===== src/common/spbc_pkg.sv =====
// constants, field layout and shared helpers for the set-point mode and burst control block
`default_nettype none
package spbc_pkg;
	localparam int DATA_W = 32;
	localparam int ADDR_W = 6;
	localparam int VAR_W  = 16;
	localparam int NVARS  = 4;
	localparam int CTRL_W = 12;

	localparam logic [ADDR_W-1:0] OFS_CTRL     = 6'h00;
	localparam logic [ADDR_W-1:0] OFS_STATUS   = 6'h04;
	localparam logic [ADDR_W-1:0] OFS_IRQ_STAT = 6'h08;
	localparam logic [ADDR_W-1:0] OFS_IRQ_MASK = 6'h0c;
	localparam logic [ADDR_W-1:0] OFS_INFO_EN  = 6'h10;
	localparam logic [ADDR_W-1:0] OFS_ALERT_EN = 6'h14;
	localparam logic [ADDR_W-1:0] OFS_LINK_SP  = 6'h18;
	localparam logic [ADDR_W-1:0] OFS_BURST    = 6'h1c;

	localparam int CTRL_MODE    = 0;
	localparam int CTRL_RESTART = 2;
	localparam int CTRL_BEN     = 4;
	localparam int CTRL_BCMD    = 5;
	localparam int CTRL_PSEL    = 7;
	localparam int CTRL_PROT    = 9;
	localparam int CTRL_AUXCAL  = 10;
	localparam int CTRL_PROMPT  = 11;
	localparam logic [CTRL_W-1:0] CTRL_RST = 12'h240;

	localparam logic [1:0] MODE_ANALOG     = 2'h0;
	localparam logic [1:0] MODE_DIGITAL    = 2'h1;
	localparam logic [1:0] MODE_TEST       = 2'h2;
	localparam logic [1:0] RESTART_RESUME  = 2'h0;
	localparam logic [1:0] RESTART_ANALOG  = 2'h1;
	localparam logic [1:0] RESTART_DIGITAL = 2'h2;
	localparam logic [1:0] BCMD_U1  = 2'h0;
	localparam logic [1:0] BCMD_U2  = 2'h1;
	localparam logic [1:0] BCMD_U3  = 2'h2;
	localparam logic [1:0] BCMD_DEV = 2'h3;
	localparam logic [7:0] CMD_NUM_U1  = 8'h01;
	localparam logic [7:0] CMD_NUM_U2  = 8'h02;
	localparam logic [7:0] CMD_NUM_U3  = 8'h03;
	localparam logic [7:0] CMD_NUM_DEV = 8'h94;
	localparam logic [1:0] PSEL_A    = 2'h0;
	localparam logic [1:0] PSEL_B    = 2'h1;
	localparam logic [1:0] PSEL_DIFF = 2'h2;
	localparam logic [1:0] PSEL_SUP  = 2'h3;
	localparam logic       PROT_NONE = 1'b0;

	localparam int IRQ_W       = 5;
	localparam int IRQ_FRAME   = 0;
	localparam int IRQ_SERVED  = 1;
	localparam int IRQ_REJECT  = 2;
	localparam int IRQ_AUTOCAL = 3;
	localparam int IRQ_MODE    = 4;

	localparam int INFO_EN_W  = 9;
	localparam int ALERT_EN_W = 5;
	localparam logic [INFO_EN_W-1:0]  INFO_EN_RST  = 9'h0f0;
	localparam logic [ALERT_EN_W-1:0] ALERT_EN_RST = 5'h0b;

	localparam int CLK_NS  = 25;
	localparam int GAP_NS  = 20000;
	localparam int GAP_CYC = (GAP_NS + CLK_NS - 1) / CLK_NS;

	typedef enum logic [3:0] {
		BST_IDLE  = 4'b0001,
		BST_SEND  = 4'b0010,
		BST_GAP   = 4'b0100,
		BST_SERVE = 4'b1000
	} spbc_bst_t;

	function automatic logic [7:0] cmd_number(input logic [1:0] sel);
		case (sel)
			BCMD_U1: cmd_number = CMD_NUM_U1;
			BCMD_U2: cmd_number = CMD_NUM_U2;
			BCMD_U3: cmd_number = CMD_NUM_U3;
			default: cmd_number = CMD_NUM_DEV;
		endcase
	endfunction

	function automatic logic [2:0] cmd_nvars(input logic [1:0] sel);
		case (sel)
			BCMD_U1: cmd_nvars = 3'h1;
			BCMD_U2: cmd_nvars = 3'h2;
			default: cmd_nvars = 3'h4;
		endcase
	endfunction
endpackage
`default_nettype wire


===== src/hdl/spbc_sync.sv =====
// two-stage synchroniser for levels arriving from pins
`timescale 1ns/1ps
`default_nettype none
module spbc_sync #(
	parameter int W = 1
) (
	input  wire logic         clk,    // system clock
	input  wire logic         rst,    // synchronous reset
	input  wire logic [W-1:0] d,      // asynchronous level
	output logic      [W-1:0] q       // synchronised level
);
	logic [W-1:0] meta;

	always_ff @(posedge clk)
	begin
		meta <= rst ? '0 : d;
		q    <= rst ? '0 : meta;
	end
endmodule
`default_nettype wire


===== src/hdl/spbc_burst.sv =====
// burst frame sequencer with inter-frame gap and request service
`timescale 1ns/1ps
`default_nettype none
module spbc_burst
	import spbc_pkg::*;
#(
	parameter int GAP = GAP_CYC
) (
	input  wire logic                   clk,         // system clock
	input  wire logic                   rst,         // synchronous reset
	input  wire logic                   burst_en,    // burst enabled
	input  wire logic [7:0]             cmd_num,     // command number in header
	input  wire logic [2:0]             nvars,       // variables in frame
	input  wire logic [NVARS*VAR_W-1:0] vars,        // variables, first in low bits
	input  wire logic                   req_start,   // master request seen
	input  wire logic                   resp_done,   // response sent
	input  wire logic                   tx_ready,    // link accepts word
	output logic                        tx_valid,    // word offered
	output logic      [VAR_W-1:0]       tx_data,     // word
	output logic                        tx_last,     // last word of frame
	output logic                        frame_done,  // frame finished pulse
	output logic                        served,      // request answered pulse
	output logic                        req_pending, // request waiting
	output spbc_bst_t                   state        // sequencer state
);
	logic [NVARS*VAR_W-1:0] snap;
	logic [2:0]             idx;
	logic [15:0]            gap_cnt;
	wire                    take   = tx_valid && tx_ready;
	wire                    launch = burst_en && !req_pending && (state == BST_IDLE
	                                 || (state == BST_GAP && gap_cnt == 16'h0000));
	wire                    at_end = (idx == nvars);

	assign tx_valid = (state == BST_SEND);

	always_ff @(posedge clk)
	begin
		if (rst || !burst_en)
			req_pending <= 1'b0;
		else if (req_start)
			req_pending <= 1'b1;
		else if (state == BST_SERVE && resp_done)
			req_pending <= 1'b0;
	end

	always_ff @(posedge clk)
	begin
		frame_done <= 1'b0;
		served     <= 1'b0;
		if (rst)
		begin
			state   <= BST_IDLE;
			idx     <= 3'h0;
			gap_cnt <= 16'h0000;
			tx_data <= 16'h0000;
			tx_last <= 1'b0;
			snap    <= '0;
		end
		else
		begin
			case (state)
				BST_IDLE, BST_GAP:
				begin
					if (gap_cnt != 16'h0000)
						gap_cnt <= gap_cnt - 16'h0001;
					if (launch)
					begin
						state   <= BST_SEND;
						idx     <= 3'h0;
						snap    <= vars;
						tx_data <= {8'h00, cmd_num};
						tx_last <= 1'b0;
					end
					else if (state == BST_GAP && req_pending)
						state <= BST_SERVE;
					else if (!burst_en)
						state <= BST_IDLE;
				end
				BST_SEND:
				begin
					if (take && at_end)
					begin
						state      <= BST_GAP;
						gap_cnt    <= 16'(GAP);
						frame_done <= 1'b1;
						tx_last    <= 1'b0;
					end
					else if (take)
					begin
						tx_data <= snap[idx*VAR_W +: VAR_W];
						tx_last <= (idx + 3'h1 == nvars);
						idx     <= idx + 3'h1;
					end
				end
				BST_SERVE:
				begin
					if (resp_done || !burst_en)
					begin
						state   <= BST_GAP;
						gap_cnt <= 16'(GAP);
						served  <= resp_done;
					end
				end
				default:
					state <= BST_IDLE;
			endcase
		end
	end
endmodule
`default_nettype wire


===== src/hdl/spbc_top.sv =====
// set-point source, restart mode, burst and protection control with Avalon-MM registers
//
// Local design decisions: the address map and the Avalon-MM interface to the registers.
`timescale 1ns/1ps
`default_nettype none
module spbc_top
	import spbc_pkg::*;
#(
	parameter int GAP = GAP_CYC
) (
	input  wire logic              CLK_SYS,          // 40 MHz system clock
	input  wire logic              RST,              // synchronous reset, active high
	input  wire logic [ADDR_W-1:0] AVS_ADDRESS,      // byte address
	input  wire logic              AVS_READ,         // read request
	input  wire logic              AVS_WRITE,        // write request
	input  wire logic [DATA_W-1:0] AVS_WRITEDATA,    // write data
	input  wire logic [3:0]        AVS_BYTEENABLE,   // byte lanes
	output logic      [DATA_W-1:0] AVS_READDATA,     // read data
	output logic                   AVS_WAITREQUEST,  // stall
	output logic                   IRQ,              // level interrupt
	input  wire logic [VAR_W-1:0]  LOOP_SP,          // set point from loop current converter
	input  wire logic [VAR_W-1:0]  AIN,              // analog input variable
	input  wire logic [VAR_W-1:0]  TRAVEL,           // measured travel
	input  wire logic [VAR_W-1:0]  PRESS_A,          // output A pressure
	input  wire logic [VAR_W-1:0]  PRESS_B,          // output B pressure
	input  wire logic [VAR_W-1:0]  PRESS_SUP,        // supply pressure
	output logic      [VAR_W-1:0]  SETPOINT,         // valve set point
	output logic      [1:0]        MODE,             // active set-point source
	input  wire logic              AUX_JUMPER,       // auxiliary terminal jumper pin
	output logic                   PROTECTED,        // config and calibration protected
	output logic                   AUTOCAL_START,    // start travel calibration pulse
	input  wire logic [1:0]        NV_LAST_MODE,     // stored last mode
	input  wire logic [1:0]        NV_RESTART,       // stored restart setting
	output logic                   NV_WR,            // store strobe
	output logic      [3:0]        NV_WDATA,         // restart setting and last mode
	input  wire logic              LINK_REQ,         // master request start pulse
	input  wire logic              LINK_RESP_DONE,   // response sent pulse
	input  wire logic              TX_READY,         // link accepts word
	output logic                   TX_VALID,         // burst word offered
	output logic      [VAR_W-1:0]  TX_DATA,          // burst word
	output logic                   TX_LAST           // last burst word
);
	function automatic logic [DATA_W-1:0] merge_be(input logic [DATA_W-1:0] old,
	                                               input logic [DATA_W-1:0] wd,
	                                               input logic [3:0]        be);
		logic [DATA_W-1:0] r;
		r = old;
		for (int i = 0; i < 4; i++)
			if (be[i])
				r[i*8 +: 8] = wd[i*8 +: 8];
		merge_be = r;
	endfunction

	logic [CTRL_W-1:0]     ctrl;
	logic [IRQ_W-1:0]      irq_stat;
	logic [IRQ_W-1:0]      irq_mask;
	logic [INFO_EN_W-1:0]  info_en;
	logic [ALERT_EN_W-1:0] alert_en;
	logic [VAR_W-1:0]      link_sp;
	logic                  ack;
	logic                  boot_done;
	logic                  jumper;
	logic                  jumper_prev;
	logic [3:0]            nv_shadow;
	logic [15:0]           frame_cnt;
	logic                  frame_done;
	logic                  served;
	logic                  req_pending;
	spbc_bst_t             bst_state;

	// bus decode; a write lands only at the edge where waitrequest is seen low
	wire                   access   = (AVS_READ || AVS_WRITE) && !ack;
	wire                   wr       = AVS_WRITE && ack;
	wire                   hit_ctrl = (AVS_ADDRESS == OFS_CTRL);
	wire                   hit_irqs = (AVS_ADDRESS == OFS_IRQ_STAT);
	wire                   hit_irqm = (AVS_ADDRESS == OFS_IRQ_MASK);
	wire                   hit_info = (AVS_ADDRESS == OFS_INFO_EN);
	wire                   hit_alrt = (AVS_ADDRESS == OFS_ALERT_EN);
	wire                   hit_lsp  = (AVS_ADDRESS == OFS_LINK_SP);
	wire [DATA_W-1:0]      wdata    = merge_be({20'h00000, ctrl}, AVS_WRITEDATA, AVS_BYTEENABLE);

	// requested control fields
	wire [1:0]             req_mode    = wdata[CTRL_MODE +: 2];
	wire [1:0]             req_restart = wdata[CTRL_RESTART +: 2];
	wire                   req_ben     = wdata[CTRL_BEN];
	wire [1:0]             req_bcmd    = wdata[CTRL_BCMD +: 2];
	wire                   req_prot    = wdata[CTRL_PROT];
	wire                   ctrl_wr     = wr && hit_ctrl;

	wire [1:0]             cur_mode    = ctrl[CTRL_MODE +: 2];
	wire [1:0]             cur_restart = ctrl[CTRL_RESTART +: 2];
	wire                   cur_ben     = ctrl[CTRL_BEN];
	wire [1:0]             cur_bcmd    = ctrl[CTRL_BCMD +: 2];
	wire [1:0]             cur_psel    = ctrl[CTRL_PSEL +: 2];
	wire                   cur_prot    = ctrl[CTRL_PROT];

	// only the three mode codes are taken; test holds until analog or digital is written
	wire                   mode_ok     = (req_mode != 2'h3);
	wire                   restart_ok  = (req_restart != 2'h3);
	// command change needs burst already enabled
	wire                   bcmd_ok     = cur_ben || (req_bcmd == cur_bcmd);
	wire                   prot_ok     = (req_prot != PROT_NONE) || jumper || (cur_prot == PROT_NONE);
	wire                   reject      = ctrl_wr && !(mode_ok && restart_ok && bcmd_ok && prot_ok);
	wire                   mode_chg    = ctrl_wr && mode_ok && (req_mode != cur_mode);

	// restart selection, falling back to analog for an unusable stored mode
	wire [1:0]             resume_mode = (NV_LAST_MODE == 2'h3) ? MODE_ANALOG : NV_LAST_MODE;
	wire [1:0]             boot_mode   = (NV_RESTART == RESTART_ANALOG)  ? MODE_ANALOG :
	                                     (NV_RESTART == RESTART_DIGITAL) ? MODE_DIGITAL : resume_mode;
	wire [1:0]             boot_rst    = (NV_RESTART == 2'h3) ? RESTART_RESUME : NV_RESTART;

	// pressure chosen for the third variable
	wire [VAR_W-1:0]       press_sel   = (cur_psel == PSEL_A)    ? PRESS_A :
	                                     (cur_psel == PSEL_B)    ? PRESS_B :
	                                     (cur_psel == PSEL_DIFF) ? VAR_W'(PRESS_A - PRESS_B) : PRESS_SUP;
	// set-point source; test strokes from link values too
	wire [VAR_W-1:0]       next_sp     = (cur_mode == MODE_ANALOG) ? LOOP_SP : link_sp;
	// variable order: analog input, travel target, pressure, travel
	wire [NVARS*VAR_W-1:0] burst_vars  = {TRAVEL, press_sel, SETPOINT, AIN};

	// early jumper removal with the auto-calibration action armed
	wire                   jumper_fell = jumper_prev && !jumper;
	wire                   autocal     = ctrl[CTRL_AUXCAL] && !ctrl[CTRL_PROMPT] && jumper_fell;

	wire [IRQ_W-1:0]       irq_events  = {mode_chg, autocal, reject, served, frame_done};
	wire [IRQ_W-1:0]       irq_clr     = (wr && hit_irqs) ? AVS_WRITEDATA[IRQ_W-1:0] : '0;

	wire [DATA_W-1:0]      status_word = {14'h0000, bst_state, req_pending, boot_done,
	                                      cur_prot, jumper, 8'h00, cur_mode};
	wire [DATA_W-1:0]      burst_word  = {frame_cnt, 8'h00, cmd_number(cur_bcmd)};
	wire [DATA_W-1:0]      rd_mux      = (AVS_ADDRESS == OFS_CTRL)     ? {20'h00000, ctrl} :
	                                     (AVS_ADDRESS == OFS_STATUS)   ? status_word :
	                                     (AVS_ADDRESS == OFS_IRQ_STAT) ? {27'h0000000, irq_stat} :
	                                     (AVS_ADDRESS == OFS_IRQ_MASK) ? {27'h0000000, irq_mask} :
	                                     (AVS_ADDRESS == OFS_INFO_EN)  ? {23'h000000, info_en} :
	                                     (AVS_ADDRESS == OFS_ALERT_EN) ? {27'h0000000, alert_en} :
	                                     (AVS_ADDRESS == OFS_LINK_SP)  ? {16'h0000, link_sp} :
	                                     (AVS_ADDRESS == OFS_BURST)    ? burst_word : 32'h00000000;

	// every access waits exactly one cycle so read data come from a register
	assign AVS_WAITREQUEST = (AVS_READ || AVS_WRITE) && !ack;
	assign IRQ             = |(irq_stat & irq_mask);
	assign MODE            = cur_mode;
	assign PROTECTED       = cur_prot;

	spbc_sync #(
		.W (1)
	) u_jumper_sync (
		.clk (CLK_SYS),
		.rst (RST),
		.d   (AUX_JUMPER),
		.q   (jumper)
	);

	spbc_burst #(
		.GAP (GAP)
	) u_burst (
		.clk         (CLK_SYS),
		.rst         (RST),
		.burst_en    (cur_ben && boot_done),
		.cmd_num     (cmd_number(cur_bcmd)),
		.nvars       (cmd_nvars(cur_bcmd)),
		.vars        (burst_vars),
		.req_start   (LINK_REQ),
		.resp_done   (LINK_RESP_DONE),
		.tx_ready    (TX_READY),
		.tx_valid    (TX_VALID),
		.tx_data     (TX_DATA),
		.tx_last     (TX_LAST),
		.frame_done  (frame_done),
		.served      (served),
		.req_pending (req_pending),
		.state       (bst_state)
	);

	always_ff @(posedge CLK_SYS)
	begin
		ack          <= RST ? 1'b0 : access;
		AVS_READDATA <= RST ? 32'h00000000 : rd_mux;
	end

	// control register; the stored values are taken once, one cycle after reset release
	always_ff @(posedge CLK_SYS)
	begin
		if (RST)
		begin
			ctrl      <= CTRL_RST;
			boot_done <= 1'b0;
		end
		else if (!boot_done)
		begin
			ctrl[CTRL_MODE +: 2]    <= boot_mode;
			ctrl[CTRL_RESTART +: 2] <= boot_rst;
			boot_done               <= 1'b1;
		end
		else if (ctrl_wr)
		begin
			if (mode_ok)
				ctrl[CTRL_MODE +: 2] <= req_mode;
			if (restart_ok)
				ctrl[CTRL_RESTART +: 2] <= req_restart;
			ctrl[CTRL_BEN] <= req_ben;
			if (bcmd_ok)
				ctrl[CTRL_BCMD +: 2] <= req_bcmd;
			ctrl[CTRL_PSEL +: 2] <= wdata[CTRL_PSEL +: 2];
			if (prot_ok)
				ctrl[CTRL_PROT] <= req_prot;
			ctrl[CTRL_AUXCAL] <= wdata[CTRL_AUXCAL];
			ctrl[CTRL_PROMPT] <= wdata[CTRL_PROMPT];
		end
	end

	// enables for informational status and alert record, interrupt mask and link set point
	always_ff @(posedge CLK_SYS)
	begin
		if (RST)
		begin
			info_en  <= INFO_EN_RST;
			alert_en <= ALERT_EN_RST;
			irq_mask <= '0;
			link_sp  <= 16'h0000;
		end
		else if (wr)
		begin
			if (hit_info)
				info_en <= AVS_WRITEDATA[INFO_EN_W-1:0];
			if (hit_alrt)
				alert_en <= AVS_WRITEDATA[ALERT_EN_W-1:0];
			if (hit_irqm)
				irq_mask <= AVS_WRITEDATA[IRQ_W-1:0];
			// set point delivered over the link
			if (hit_lsp)
				link_sp <= AVS_WRITEDATA[VAR_W-1:0];
		end
	end

	// sticky events: a set in the same cycle as its clear wins
	always_ff @(posedge CLK_SYS)
	begin
		irq_stat <= RST ? '0 : ((irq_stat & ~irq_clr) | irq_events);
	end

	always_ff @(posedge CLK_SYS)
	begin
		if (RST)
		begin
			SETPOINT      <= 16'h0000;
			jumper_prev   <= 1'b0;
			AUTOCAL_START <= 1'b0;
			frame_cnt     <= 16'h0000;
		end
		else
		begin
			SETPOINT      <= next_sp;
			jumper_prev   <= jumper;
			AUTOCAL_START <= autocal;
			if (frame_done)
				frame_cnt <= frame_cnt + 16'h0001;
		end
	end

	// the nonvolatile copy follows the active mode; writing only on change spares endurance
	always_ff @(posedge CLK_SYS)
	begin
		if (RST)
		begin
			nv_shadow <= 4'h0;
			NV_WR     <= 1'b0;
			NV_WDATA  <= 4'h0;
		end
		else if (!boot_done)
		begin
			nv_shadow <= {boot_rst, boot_mode};
			NV_WR     <= 1'b0;
		end
		else
		begin
			nv_shadow <= {cur_restart, cur_mode};
			NV_WR     <= ({cur_restart, cur_mode} != nv_shadow);
			NV_WDATA  <= {cur_restart, cur_mode};
		end
	end
endmodule
`default_nettype wire


===== config.mk =====
export PLATFORM = sky130hd
export DESIGN_NAME = spbc_top
export DESIGN_NICKNAME = d
export VERILOG_FILES = /design/src/common/spbc_pkg.sv /design/src/hdl/spbc_sync.sv /design/src/hdl/spbc_burst.sv /design/src/hdl/spbc_top.sv
export SDC_FILE = /design/constraint.sdc
export NUM_CORES = 1
export LEC_CHECK = 0
export ABC_AREA = 1
export BUFFER_PORTS_ARGS = -buffer_cell sky130_fd_sc_hd__buf_2
export CELL_PAD_IN_SITES_DETAIL_PLACEMENT = 0
export CELL_PAD_IN_SITES_GLOBAL_PLACEMENT = 1
export CORE_MARGIN = 5
export CORE_UTILIZATION = 39
export CTS_CLUSTER_SIZE = 10
export DETAILED_ROUTE_END_ITERATION = 10
export GPL_ROUTABILITY_DRIVEN = 1
export GPL_TIMING_DRIVEN = 0
export PLACE_DENSITY = 0.82
export SLEW_MARGIN = 20
export SYNTH_ARGS = -nofsm -noshare
export SYNTH_HDL_FRONTEND = slang
export SYNTH_SLANG_ARGS = --single-unit

===== constraint.sdc =====
create_clock -name CLK_SYS -period 2.5 [get_ports CLK_SYS]
set_clock_uncertainty 0.1 [all_clocks]
set_input_delay 0.125 -clock CLK_SYS [delete_from_list [all_inputs] [get_ports CLK_SYS]]
set_output_delay 0.125 -clock CLK_SYS [all_outputs]
set_load 0.01 [all_outputs]

==> results.rst, run 1 <==
.. list-table::
   :header-rows: 1

   * - Metric
     - Value
   * - Placed wire-length estimate after detailed placement
     - 30,860 um
   * - Area delta synth->final
     - 31.55%
   * - Layout cell share with drive strength beyond 1
     - between 15 and 20%
   * - I/O pin total
     - 227
   * - Area of the multi-input gates
     - roughly 0.0057 sq mm
   * - Vias in the first global route
     - 11,580
   * - Internal power of the cells
     - about 6900 uW
   * - Library cell with the largest summed area after synthesis
     - sky130_fd_sc_hd__dfxtp_1
   * - Via-per-instance ratio
     - approximately 5.1
   * - Floorplan row count
     - slightly above 60
   * - Post-synth design cell area
     - between 0.01 and 0.015 sq mm
   * - Fraction of registers with async set or reset after synthesis
     - 0%
   * - Placement-stage cell area
     - between 0.01 and 0.015 sq mm
   * - Routed wire length
     - around 41,000 um
   * - Highest clock frequency the design can meet
     - approximately 400 MHz
   * - Fraction of the core area covered by cells at the end of the flow
     - 51.97%
   * - Setup WS pre-CTS
     - approximately 0.089 ns
   * - Adder-Cell Fraction of Synth Area
     - between 2 and 3%
   * - FF-to-FF setup slack
     - 0.02 ns
   * - Maximum net fanout on the critical path
     - 10
   * - Clock tree sinks
     - ~240
   * - Total setup buffers inserted after CTS
     - 0
   * - Vertical die dimension
     - 180.5 um
   * - Reg2Reg Capture Point
     - u_burst.snap[33]
   * - Setup ws final
     - ~0.019 ns
   * - Hold Fails Final Rpt
     - 0
   * - Avg Inst Size Synth
     - about 7.0 sq um
   * - List of most frequent post-synthesis cells
     - sky130_fd_sc_hd__nor2_1 (311), sky130_fd_sc_hd__nand2_1 (271), sky130_fd_sc_hd__dfxtp_1 (238)
   * - Source of the worst hold timing path
     - PRESS_A[12]
   * - Congestion Overflow GR
     - 0
   * - Initial core utilization
     - roughly two fifths
   * - Portion of total power attributed to the clock network
     - between 30% and 40%
   * - Via count of the routed design
     - approximately 12,000
   * - Largest family of logic cells by synthesized area
     - simple AND/OR/NAND/NOR gates
   * - Final count of negative-setup-slack endpoints
     - 0
   * - RD Place Congestion
     - 0.9643
   * - Worst setup EP type
     - flop
   * - Sequential fraction of design power
     - a little over two fifths
   * - Complex-gate fraction of the synthesized area
     - a little under a fifth
   * - Power share of the combinational group
     - 20.3%
   * - CP required
     - 2.80 ns
   * - Leakage power
     - slightly below 0.007 uW
   * - TritonCTS clock tree
     - built
   * - Final critical-path required period
     - between 2 and 2.5 ns
   * - Post-Layout Cell Count
     - ~2,400
   * - Number of antenna violations at the first check in global routing
     - 1
   * - Worst IR drop on VDD
     - about 0.47 mV
   * - Count of unique library cells instantiated by Yosys
     - 51
   * - Fin Setup TNS
     - 0 ns
   * - Top cell type's share of synthesized area
     - a little over two fifths
   * - Sequential-to-total area share from yosys stat
     - between 40% and 50%
   * - Fill cell count
     - about 2,900
   * - Net Switching
     - roughly 2800 uW
   * - Floorplan die width
     - between 150 and 200 um
   * - Critical path endpoint
     - u_burst.snap[33]
   * - Sequential cell area
     - 0.004766 sq mm
   * - Post-Syn Instances
     - 1,623
   * - Post-detailed-route count of antenna-violating nets
     - 0
   * - Standard cell core area
     - approximately 0.029 sq mm
   * - Launch point of the critical path
     - ctrl[7]
   * - Routed length per placed instance
     - ~17 um
   * - Simple-Gate Fraction of Synth Area
     - between 20% and 30%
   * - Number of warnings printed during yosys synthesis
     - 0
   * - Wire length of the first global-routing pass
     - roughly 63,000 um
   * - RSZ-0062 raised after global routing
     - no
   * - Number of clock buffers inserted by TritonCTS
     - 28
   * - Maximum number of pins on one net before global-route repair
     - 15
   * - GRT Total Usage
     - 24.00%
   * - Top cells by area in the synthesized netlist
     - sky130_fd_sc_hd__dfxtp_1 (42%), sky130_fd_sc_hd__nor2_1 (10%), sky130_fd_sc_hd__o21ai_0 (9.1%)
   * - Buffer type at the clock tree root
     - sky130_fd_sc_hd__clkbuf_16
   * - Number of buffers on the longest clock path
     - 3
   * - Residual DRC count
     - 0
   * - Top FF cell, synth
     - sky130_fd_sc_hd__dfxtp_1
   * - Layout Cell Area excl Fill
     - roughly 0.015 sq mm
   * - Kind of start point of the critical path
     - flop
   * - Reg2reg start
     - ctrl[7]
   * - Maximum level of the CTS H-tree
     - 1
   * - Setup Crit Path Kind
     - flop to flop
   * - Count of buffers from port buffering
     - 206
   * - Seq cells post-synth
     - 238
   * - Worst hold path type
     - input pin to flop
   * - Relative slew slack
     - 39.45%
   * - Part of the cycle the worst path needs
     - slightly below 100%
   * - Worst-margin pin slew
     - ~0.9 ns
   * - Count of flip-flops with a built-in enable after synthesis
     - 0
   * - Final max-slew violation count
     - 0
   * - Path depth of the worst reg2reg path
     - 6
   * - Cell Pwr Density
     - roughly 650 mW/mm^2
   * - Total placed cells including tap cells
     - approximately 2,200
   * - Synth Area in XOR/XNOR
     - 2.405%
   * - Signal arrival time at the worst endpoint
     - 2.78 ns
   * - Drt initial violations
     - about 1,100
   * - Clock insertion delay at the later pin of the skew report
     - 0.54 ns
   * - Mapped Nets
     - 1,797
   * - Fraction of power spent switching nets
     - 28.94%
   * - Proportion of synthesized area in mux cells
     - 0.08827%
   * - Router iterations before antenna repair
     - 6
   * - Overall die area
     - 0.03259 sq mm
   * - Count leader, synth
     - sky130_fd_sc_hd__nor2_1
   * - Clock input transition at the sequential cells of the worst setup and hold paths
     - ~0.060 ns
   * - Number of max-cap violations
     - 0
   * - Run status
     - complete, no violations
   * - Nets
     - 2,160
## worst min-delay path by stage
stage / to / cells past startpoint / slack, ns
global placement: SETPOINT[7] / 3 / 0.26
global route: u_burst.snap[44] / 5 / 0.03
floorplan: u_jumper_sync.meta / 2 / 0.13
detailed placement: SETPOINT[14] / 3 / 0.26
CTS: u_burst.snap[44] / 5 / 0.005
finish: u_burst.snap[44] / 5 / 0.02
## registers in the layout (all words and copies together) (netlist names), 3 cells and up
register,flops
AVS_READDATA,32
NV_WDATA,4
SETPOINT,16
alert_en,5
ctrl,12
frame_cnt,16
info_en,9
irq_mask,5
irq_stat,5
link_sp,16
nv_shadow,4
u_burst.gap_cnt,16
u_burst.idx,3
u_burst.snap,64
u_burst.state,4
u_burst.tx_data,16
## worst max-delay path, stage by stage, from the launching register on
cell,delay (ns)
sky130_fd_sc_hd__dfxtp_1,0.35
sky130_fd_sc_hd__clkinv_1,0.31
sky130_fd_sc_hd__nand2_1,0.33
sky130_fd_sc_hd__inv_1,0.14
sky130_fd_sc_hd__clkbuf_1,0.30
sky130_fd_sc_hd__a221oi_1,0.66
sky130_fd_sc_hd__a21oi_1,0.14
## cell families (layout without fill, tap and decap cells)
logic type / Yosys count / count (layout)
and+or+nand+nor: 701 / 701
AOI/OAI and AO/OA: 403 / 403
DFF: 238 / 238
buffers and inverters: 227 / 597
xor gates and xnor gates: 29 / 29
adders and majority gates: 24 / 24
muxes: 1 / 1
other: 0 / 1
## layout by cell type, fill, tap and decap left out, types with 3 or more instances in the layout
| cell | Yosys | routed |
|---|---|---|
| sky130_fd_sc_hd__xnor2_1 | 9 | 9 |
| sky130_fd_sc_hd__inv_1 | 149 | 149 |
| sky130_fd_sc_hd__nand2_2 | 5 | 6 |
| sky130_fd_sc_hd__a31oi_1 | 8 | 8 |
| sky130_fd_sc_hd__nand3b_1 | 3 | 3 |
| sky130_fd_sc_hd__or2_2 | 7 | 7 |
| sky130_fd_sc_hd__ha_1 | 23 | 23 |
| sky130_fd_sc_hd__buf_2 | 17 | 223 |
| sky130_fd_sc_hd__o221ai_1 | 3 | 3 |
| sky130_fd_sc_hd__nor2_2 | 4 | 5 |
| sky130_fd_sc_hd__nor2_1 | 311 | 309 |
| sky130_fd_sc_hd__nand3_2 | 3 | 3 |
| sky130_fd_sc_hd__a221oi_1 | 5 | 5 |
| sky130_fd_sc_hd__clkbuf_1 | 42 | 47 |
| sky130_fd_sc_hd__a211oi_1 | 6 | 6 |
| sky130_fd_sc_hd__nand3_1 | 51 | 51 |
| sky130_fd_sc_hd__a22oi_1 | 3 | 3 |
| sky130_fd_sc_hd__clkbuf_16 | 0 | 28 |
| sky130_fd_sc_hd__buf_6 | 4 | 4 |
| sky130_fd_sc_hd__dlygate4sd3_1 | 0 | 127 |
| sky130_fd_sc_hd__buf_4 | 5 | 5 |
| sky130_fd_sc_hd__o22ai_1 | 21 | 21 |
| sky130_fd_sc_hd__dfxtp_1 | 238 | 237 |
| sky130_fd_sc_hd__xor2_1 | 19 | 19 |
| sky130_fd_sc_hd__o21ai_0 | 207 | 207 |
| sky130_fd_sc_hd__a21oi_1 | 129 | 128 |
| sky130_fd_sc_hd__nand2_1 | 271 | 270 |
| sky130_fd_sc_hd__nor4_1 | 9 | 8 |
| sky130_fd_sc_hd__nor3_1 | 23 | 23 |
| sky130_fd_sc_hd__clkinv_1 | 3 | 3 |
| sky130_fd_sc_hd__nand4_1 | 9 | 9 |
| sky130_fd_sc_hd__o211ai_1 | 9 | 9 |
## cell type report
type / count / share of cell area (%)
antenna: 1 / 0.01678
buffer: 71 / 2.365
clock buffer: 35 / 5.008
clock inverter: 2 / 0.1426
inverter: 156 / 3.959
multi-input combinational: 1158 / 37.90
sequential: 238 / 31.95
tap: 384 / 3.221
timing repair buffer: 333 / 15.43
## power groups by stage
| stage | sequential [uW] | clock (uW) | combinational, uW |
|---|---|---|---|
| after detailed placement | 4190 | 0 | 1790 |
| after global placement | 4190 | 0 | 1770 |
| after CTS | 4110 | 3640 | 1950 |
| final | 4110 | 3580 | 1960 |
| after floorplan | 4160 | 0 | 1300 |
| after global routing | 4130 | 3790 | 2230 |
## what timing repair did
item                                    CTS  global route
hold endpoints to repair                136             0
hold buffers                            127             0
endpoints found under the setup margin    0            31
resized for setup                         0             7
## stage by stage
stage / hold WS, ns / power, uW
finish: 0.02346 / 9650
global route: 0.03230 / 10150
CTS: 0.004948 / 9696
detailed placement: 0.2559 / 5975
global placement: 0.2552 / 5961
floorplan: 0.1320 / 5457
## layer usage
metal	up-vias	share of wire, %	GRT usage [%]
met1	5550	45	32.99
met5	-	0	0
met2	460	45	39.22
met3	81	7.2	4.078
li1	6040	-	-
met4	0	2.9	6.322
Power figures use the tool's default switching activity.
==> inputs of run 2 (changes only) <==
Settings changed: RECOVER_POWER set to 100.
==> run 2 against run 1 <==
- flip-flop and latch count unchanged
- final cell count unchanged
- total power down 0.27%
- worst setup slack better by 0.069 ns
- wire length down 0.10%
==> results.rst, run 2 (synthesized netlist as in run 1, its figures left out) <==
.. list-table::
   :header-rows: 1

   * - Metric
     - Value
   * - Buffering stage count on the worst path with inverters included
     - 4
   * - Count of buffers from port buffering
     - a little over 200
   * - Routed wire length
     - approximately 41,000 um
   * - Maximum net fanout on the critical path
     - 10
   * - Router iterations before antenna repair
     - 5
   * - Number of antenna violations at the first check in global routing
     - 1
   * - Slowest cell on crit path
     - sky130_fd_sc_hd__a221oi_1
   * - Floorplan die width
     - about 180 um
   * - Final count of negative-setup-slack endpoints
     - 0
   * - Final max-slew violation count
     - 0
   * - Setup ws final
     - ~0.088 ns
   * - Total setup buffers inserted after CTS
     - 0
   * - Highest clock frequency the design can meet
     - just over 400 MHz
   * - Clock input transition at the sequential cells of the worst setup and hold paths
     - 0.06 ns
   * - Part of the cycle the worst path needs
     - 96.49%
   * - Initial core utilization
     - a little under 40%
   * - Max reg flops
     - 64
   * - Clock tree sinks
     - between 200 and 250
   * - Wire length of the first global-routing pass
     - 63,480 um
   * - Most frequent standard cell in the layout excluding fill and tap cells
     - sky130_fd_sc_hd__nor2_1
   * - FF-to-FF setup slack
     - approximately 0.09 ns
   * - Vertical die dimension
     - 180.5 um
   * - WP depth
     - 7
   * - Worst hold path type
     - input pin to flop
   * - RSZ-0062 raised after global routing
     - no
   * - Nets
     - about 2,200
   * - Buffer type at the clock tree root
     - sky130_fd_sc_hd__clkbuf_16
   * - Routed length per placed instance
     - between 15 and 20 um
   * - Via count of the routed design
     - ~12,000
   * - Congestion Overflow GR
     - 0
   * - Post-detailed-route count of antenna-violating nets
     - 0
   * - Fin Setup TNS
     - 0 ns
   * - Run status
     - complete, no violations
   * - Number of buffers on the longest clock path
     - 3
   * - Floorplan row count
     - 62
   * - Most common cell on crit path
     - sky130_fd_sc_hd__inv_1
   * - Commonest cells after routing, fill and taps aside
     - sky130_fd_sc_hd__nor2_1 (311), sky130_fd_sc_hd__nand2_1 (272), sky130_fd_sc_hd__dfxtp_1 (237)
   * - Area delta synth->final
     - 30.29%
   * - Layout cell share with drive strength beyond 1
     - 10.49%
   * - Largest register by flop count
     - u_burst.snap
   * - Top flop regs
     - u_burst.snap (64), AVS_READDATA (32)
   * - Setup Crit Path Kind
     - flop to flop
   * - Post-Layout Cell Count
     - between 2,000 and 2,500
   * - Path depth of the worst reg2reg path
     - 7
   * - I/O pin total
     - ~230
   * - Final critical-path required period
     - about 2.4 ns
   * - Vias in the first global route
     - ~12,000
   * - Relative slew slack
     - between 40% and 50%
   * - Overall die area
     - around 0.033 sq mm
   * - Maximum level of the CTS H-tree
     - 1
   * - Placed wire-length estimate after detailed placement
     - between 30,000 and 40,000 um
   * - Delay-heaviest family, CP
     - buffers and inverters
   * - Setup WS pre-CTS
     - about 0.089 ns
   * - Worst path cell trace
     - clkbuf_2 > inv_1 > nand2_1 > inv_1 > clkbuf_1 > a221oi_1 > a21oi_1
   * - CP required
     - about 2.8 ns
   * - Drt initial violations
     - around 1,000
   * - Worst setup EP type
     - flop
   * - Via-per-instance ratio
     - slightly above 5
   * - RD Place Congestion
     - 0.9643
   * - Hold Fails Final Rpt
     - 0
   * - Longest individual stage delay on the worst path
     - approximately 0.62 ns
   * - Signal arrival time at the worst endpoint
     - approximately 2.7 ns
   * - Leakage power
     - 0.006452 uW
   * - Maximum number of pins on one net before global-route repair
     - 15
   * - Number of max-cap violations
     - 0
   * - GRT Total Usage
     - 24.00%
   * - Residual DRC count
     - 0
   * - Number of clock buffers inserted by TritonCTS
     - 28
   * - Fill cell count
     - 2,945
   * - Total placed cells including tap cells
     - ~2,200
   * - Clock insertion delay at the later pin of the skew report
     - 0.54 ns
   * - Standard cell core area
     - 0.02870 sq mm
   * - TritonCTS clock tree
     - built
   * - Cell Pwr Density
     - 651.4 mW/mm^2
   * - Worst IR drop on VDD
     - approximately 0.47 mV
   * - Worst-margin pin slew
     - around 0.88 ns
   * - Fraction of the core area covered by cells at the end of the flow
     - between 50 and 60%
   * - Hold Path Stages
     - 5
   * - Kind of start point of the critical path
     - flop
run 2: cell types whose count changed in the layout (fill, tap and decap cells not counted), sizes merged:
cell	delta
buf	-90
clkbuf	+90
run 2: worst reg2reg max path, stage by stage (launching register included):
cell and delay, ns:
sky130_fd_sc_hd__dfxtp_1 0.30, sky130_fd_sc_hd__clkbuf_2 0.23, sky130_fd_sc_hd__inv_1 0.21, sky130_fd_sc_hd__nand2_1 0.26, sky130_fd_sc_hd__inv_1 0.13, sky130_fd_sc_hd__clkbuf_1 0.29, sky130_fd_sc_hd__a221oi_1 0.62, sky130_fd_sc_hd__a21oi_1 0.13
run 2: timing repair:
action / CTS / global route
hold buffers: 127 / 0
endpoints found under the setup margin: 0 / 31
hold endpoints to repair: 136 / 0
gates resized for setup: 0 / 7
run 2: per-stage QoR:
step / power (uW) / hold slack, ns / cell area (sq um)
finish: 9625 / 0.008443 / 14770
global route: 10120 / 0.03230 / 14770
CTS: 9696 / 0.004948 / 14890
detailed placement: 5975 / 0.2559 / 12850
global placement: 5961 / 0.2552 / 12850
floorplan: 5457 / 0.1320 / 11340
run 2: area by class of cell:
class / count / area, sq um / area share, %
inverters: 156 / 590.6 / 3.997
clock inverters: 2 / 21.27 / 0.1440
repair buffers: 333 / 2203 / 14.91
well taps: 384 / 480.5 / 3.252
multi-input cells: 1158 / 5623 / 38.06
flip-flops and latches: 238 / 4766 / 32.26
clock buffers: 35 / 747.0 / 5.056
plain buffers: 71 / 340.3 / 2.304
diodes: 1 / 2.502 / 0.01694
run 2: path summary, 6_finish.rpt:
kind	from	endpoint
hold / removal	PRESS_A[12]	u_burst.snap[44]
setup / recovery	ctrl[8]	u_burst.snap[33]
setup reg to reg	ctrl[8]	u_burst.snap[33]
hold reg to reg	u_jumper_sync.meta	u_jumper_sync.q
run 2: power breakdown:
group / switching [uW] / leakage [uW] / internal [uW]
Clock: 1530 / 0.000376 / 2060
Sequential: 158 / 0.00193 / 3950
Combinational: 1100 / 0.00415 / 821
run 2: metal layers:
metal | share of wire (%) | global-route usage [%] | up-vias
met2 | 45 | 39.22 | 431
met3 | 6.7 | 4.078 | 71
met1 | 45 | 32.99 | 5544
met4 | 2.8 | 6.322 | 0
li1 | - | - | 6039
met5 | 0 | 0 | -
==> inputs of run 3 (changes only) <==
Settings changed: ABC_AREA 1 to 0, CORE_UTILIZATION 39 to 44, PLACE_DENSITY 0.82 to 0.87.
Clock period 2.5 ns to 3.05 ns, I/O delays scaled along.
==> run 3 against run 2 <==
- largest power group unchanged
- highest routed layer unchanged
- clock-buffer cell count down 4
- maximum frequency fell by 20%
- non-clock buffer count shrank 24
- critical path type unchanged
==> results.rst, run 3 <==
.. list-table::
   :header-rows: 1

   * - Metric
     - Value
   * - Clock input transition at the sequential cells of the worst setup and hold paths
     - approximately 0.06 ns
   * - Hold Fails Final Rpt
     - 0
   * - Net Switching
     - 2039 uW
   * - Portion of total power attributed to the clock network
     - between 30 and 40%
   * - Number of max-cap violations
     - 0
   * - Top flop regs
     - u_burst.snap (64), AVS_READDATA (32)
   * - Routed length per placed instance
     - a little under 20 um
   * - RD Place Congestion
     - a little over 0.9
   * - Layout cell share with drive strength beyond 1
     - between 10% and 20%
   * - TritonCTS clock tree
     - built
   * - Clock tree sinks
     - approximately 240
   * - Layout Cell Area excl Fill
     - approximately 0.014 sq mm
   * - RSZ-0062 raised after global routing
     - no
   * - Library cell with the largest summed area after synthesis
     - sky130_fd_sc_hd__dfxtp_1
   * - Buffer type at the clock tree root
     - sky130_fd_sc_hd__clkbuf_16
   * - Area delta synth->final
     - 26.96%
   * - Worst IR drop on VDD
     - between 0.3 and 0.4 mV
   * - Residual DRC count
     - 0
   * - Congestion Overflow GR
     - 0
   * - Top FF cell, synth
     - sky130_fd_sc_hd__dfxtp_1
   * - Number of antenna violations at the first check in global routing
     - 0
   * - Avg Inst Size Synth
     - 8.510 sq um
   * - Highest clock frequency the design can meet
     - approximately 330 MHz
   * - Final max-slew violation count
     - 0
   * - I/O pin total
     - 227
   * - Standard cell core area
     - approximately 0.025 sq mm
   * - Total placed cells including tap cells
     - around 1,800
   * - Count leader, synth
     - sky130_fd_sc_hd__nand2_1
   * - Floorplan die width
     - ~170 um
   * - Placed wire-length estimate after detailed placement
     - 28,320 um
   * - Final critical-path required period
     - a little over 3 ns
   * - Post-synth design cell area
     - 0.01117 sq mm
   * - Floorplan row count
     - 58
   * - Router iterations before antenna repair
     - 5
   * - Number of buffers on the longest clock path
     - 3
   * - Relative slew slack
     - between 20% and 30%
   * - Post-Layout Cell Count
     - between 1,500 and 2,000
   * - Count of flip-flops with a built-in enable after synthesis
     - 0
   * - Maximum level of the CTS H-tree
     - 1
   * - Worst setup EP type
     - flop
   * - Via count of the routed design
     - roughly 11,000
   * - Overall die area
     - between 0.02 and 0.03 sq mm
   * - Number of clock buffers inserted by TritonCTS
     - 28
   * - Number of warnings printed during yosys synthesis
     - 0
   * - Antenna cells
     - 0
   * - GRT Total Usage
     - 25.53%
   * - Power share of the combinational group
     - about 17%
   * - Post-detailed-route count of antenna-violating nets
     - 0
   * - Initial core utilization
     - approximately 44%
   * - Max reg flops
     - 64
   * - Clock insertion delay at the later pin of the skew report
     - 0.54 ns
   * - List of most frequent post-synthesis cells
     - sky130_fd_sc_hd__nand2_1 (246), sky130_fd_sc_hd__dfxtp_1 (238), sky130_fd_sc_hd__a21oi_1 (153)
   * - Placement-stage cell area
     - between 0.01 and 0.015 sq mm
   * - Nets
     - approximately 1,800
   * - Maximum net fanout on the critical path
     - 7
   * - Maximum number of pins on one net before global-route repair
     - 14
   * - Fraction of registers with async set or reset after synthesis
     - 0%
   * - Via-per-instance ratio
     - 5.570
   * - Commonest cells after routing, fill and taps aside
     - sky130_fd_sc_hd__nand2_1 (246), sky130_fd_sc_hd__dfxtp_1 (238), sky130_fd_sc_hd__a21oi_1 (153)
   * - Final count of negative-setup-slack endpoints
     - 0
   * - Count of unique library cells instantiated by Yosys
     - 76
   * - Run status
     - complete, no violations
   * - Setup Crit Path Kind
     - flop to flop
   * - Mapped Nets
     - approximately 1,500
   * - Sequential fraction of design power
     - between 40% and 50%
   * - Leakage power
     - 0.005466 uW
   * - Cell Pwr Density
     - 534.4 mW/mm^2
   * - Internal power of the cells
     - 5536 uW
   * - Top cell type's share of synthesized area
     - a little over two fifths
   * - Worst hold path type
     - input pin to flop
   * - Signal arrival time at the worst endpoint
     - around 3.3 ns
   * - Fraction of power spent switching nets
     - a little over a quarter
   * - Post-Syn Instances
     - 1,312
   * - Vias in the first global route
     - roughly 11,000
   * - Kind of start point of the critical path
     - flop
   * - Vertical die dimension
     - 169.3 um
   * - Part of the cycle the worst path needs
     - between 90 and 100%
   * - Routed wire length
     - between 30,000 and 40,000 um
   * - Fill cell count
     - around 2,400
   * - Seq cells post-synth
     - between 200 and 250
   * - Worst-margin pin slew
     - 1.111 ns
   * - Largest register by flop count
     - u_burst.snap
   * - CP required
     - roughly 3.3 ns
   * - Count of buffers from port buffering
     - around 200
   * - Most frequent standard cell in the layout excluding fill and tap cells
     - sky130_fd_sc_hd__nand2_1
   * - FF-to-FF setup slack
     - around 0.033 ns
   * - Wire length of the first global-routing pass
     - approximately 60,000 um
   * - Sequential-to-total area share from yosys stat
     - 42.67%
   * - Top cells by area in the synthesized netlist
     - sky130_fd_sc_hd__dfxtp_1 (43%), sky130_fd_sc_hd__nand2_1 (8.3%), sky130_fd_sc_hd__a21oi_1 (6.9%)
   * - Drt initial violations
     - roughly 920
## run 3: changes by cell type in the layout (fill, tap and decap cells not counted), moves of 16 or more
cell,change
sky130_fd_sc_hd__nor2_1,-208
sky130_fd_sc_hd__inv_1,-106
sky130_fd_sc_hd__and3_1,+23
sky130_fd_sc_hd__o22ai_1,-18
sky130_fd_sc_hd__nand2_1,-26
sky130_fd_sc_hd__a21oi_1,+25
sky130_fd_sc_hd__mux4_2,+24
sky130_fd_sc_hd__o21ai_0,-184
sky130_fd_sc_hd__dlygate4sd3_1,-43
sky130_fd_sc_hd__nand3_1,-30
sky130_fd_sc_hd__mux2i_1,+42
sky130_fd_sc_hd__a22oi_1,+16
## run 3: cells by family (layout without fill, tap and decap cells)
group,after synthesis,in the layout,share of synthesized area (%)
buf+inv,136,459,4.852
fa+ha+maj,25,25,2.846
xor+xnor,41,41,3.216
mux,71,71,9.099
compound gates,294,294,16.58
flops,238,238,42.67
simple gates,507,507,20.73
## run 3: worst paths after layout
path,startpoint,to,cells past startpoint
worst max-delay path,u_burst.gap_cnt[10],u_burst.tx_data[2],6
worst min-delay path,PRESS_SUP[15],u_burst.snap[47],5
worst max register to register,u_burst.gap_cnt[10],u_burst.tx_data[2],6
worst min register to register,u_jumper_sync.meta,u_jumper_sync.q,1
## run 3: cell type report
cell class / count / area, sq um / area share, %
clock buffers: 31 / 733.2 / 5.172
flip-flops and latches: 238 / 4765 / 33.61
repair buffers: 290 / 1777 / 12.53
inverters: 46 / 172.7 / 1.218
clock inverters: 2 / 38.79 / 0.2736
plain buffers: 90 / 386.6 / 2.727
well taps: 330 / 412.9 / 2.913
multi-input cells: 938 / 5891 / 41.55
## run 3: power by group through the flow
stage | logic [uW] | clock network, uW | registers [uW]
final | 1270 | 2970 | 3330
after global routing | 1410 | 3130 | 3340
after CTS | 1250 | 3010 | 3330
after detailed placement | 1160 | 0 | 3390
after global placement | 1160 | 0 | 3390
after floorplan | 818 | 0 | 3370
## run 3: metal layers
| layer | GRT usage (%) | vias up | part of all wire, % |
|---|---|---|---|
| met5 | 0 | - | 0 |
| met4 | 9.485 | 0 | 3.8 |
| met3 | 4.076 | 94 | 7.3 |
| met2 | 40.69 | 452 | 45 |
| met1 | 35.14 | 5152 | 44 |
| li1 | - | 5248 | - |
## run 3: worst max-delay path, stage by stage (launching register included)
cell	delay [ns]
sky130_fd_sc_hd__dfxtp_1	0.36
sky130_fd_sc_hd__or4_4	0.58
sky130_fd_sc_hd__or4b_4	0.55
sky130_fd_sc_hd__o31a_4	0.35
sky130_fd_sc_hd__or3_1	0.45
sky130_fd_sc_hd__a221oi_1	0.36
sky130_fd_sc_hd__nor3_1	0.09
## run 3: repair_timing
| action | in CTS | in global routing |
|---|---|---|
| hold buffers | 84 | 0 |
| setup endpoints to repair | 7 | 80 |
| endpoints found under the hold margin | 108 | 0 |
| pin swaps | 0 | 2 |
| setup buffers | 0 | 1 |
| resized for setup | 0 | 23 |
## run 3: metrics by stage
step	setup TNS (ns)	worst slack (ns)	total power, uW	hold slack [ns]	util (%)
2_1_floorplan	0	0.3170	4185	0.1727	-
3_3_place_gp	0	0.0002973	4549	0.2888	50.20
3_5_place_dp	-0.01996	-0.01870	4557	0.2869	50.20
4_1_cts	-0.02754	-0.008436	7592	0.002060	56.62
5_1_grt	0	0.01540	7881	0.03502	56.46
6_report	0	0.03317	7576	0.01374	56.46
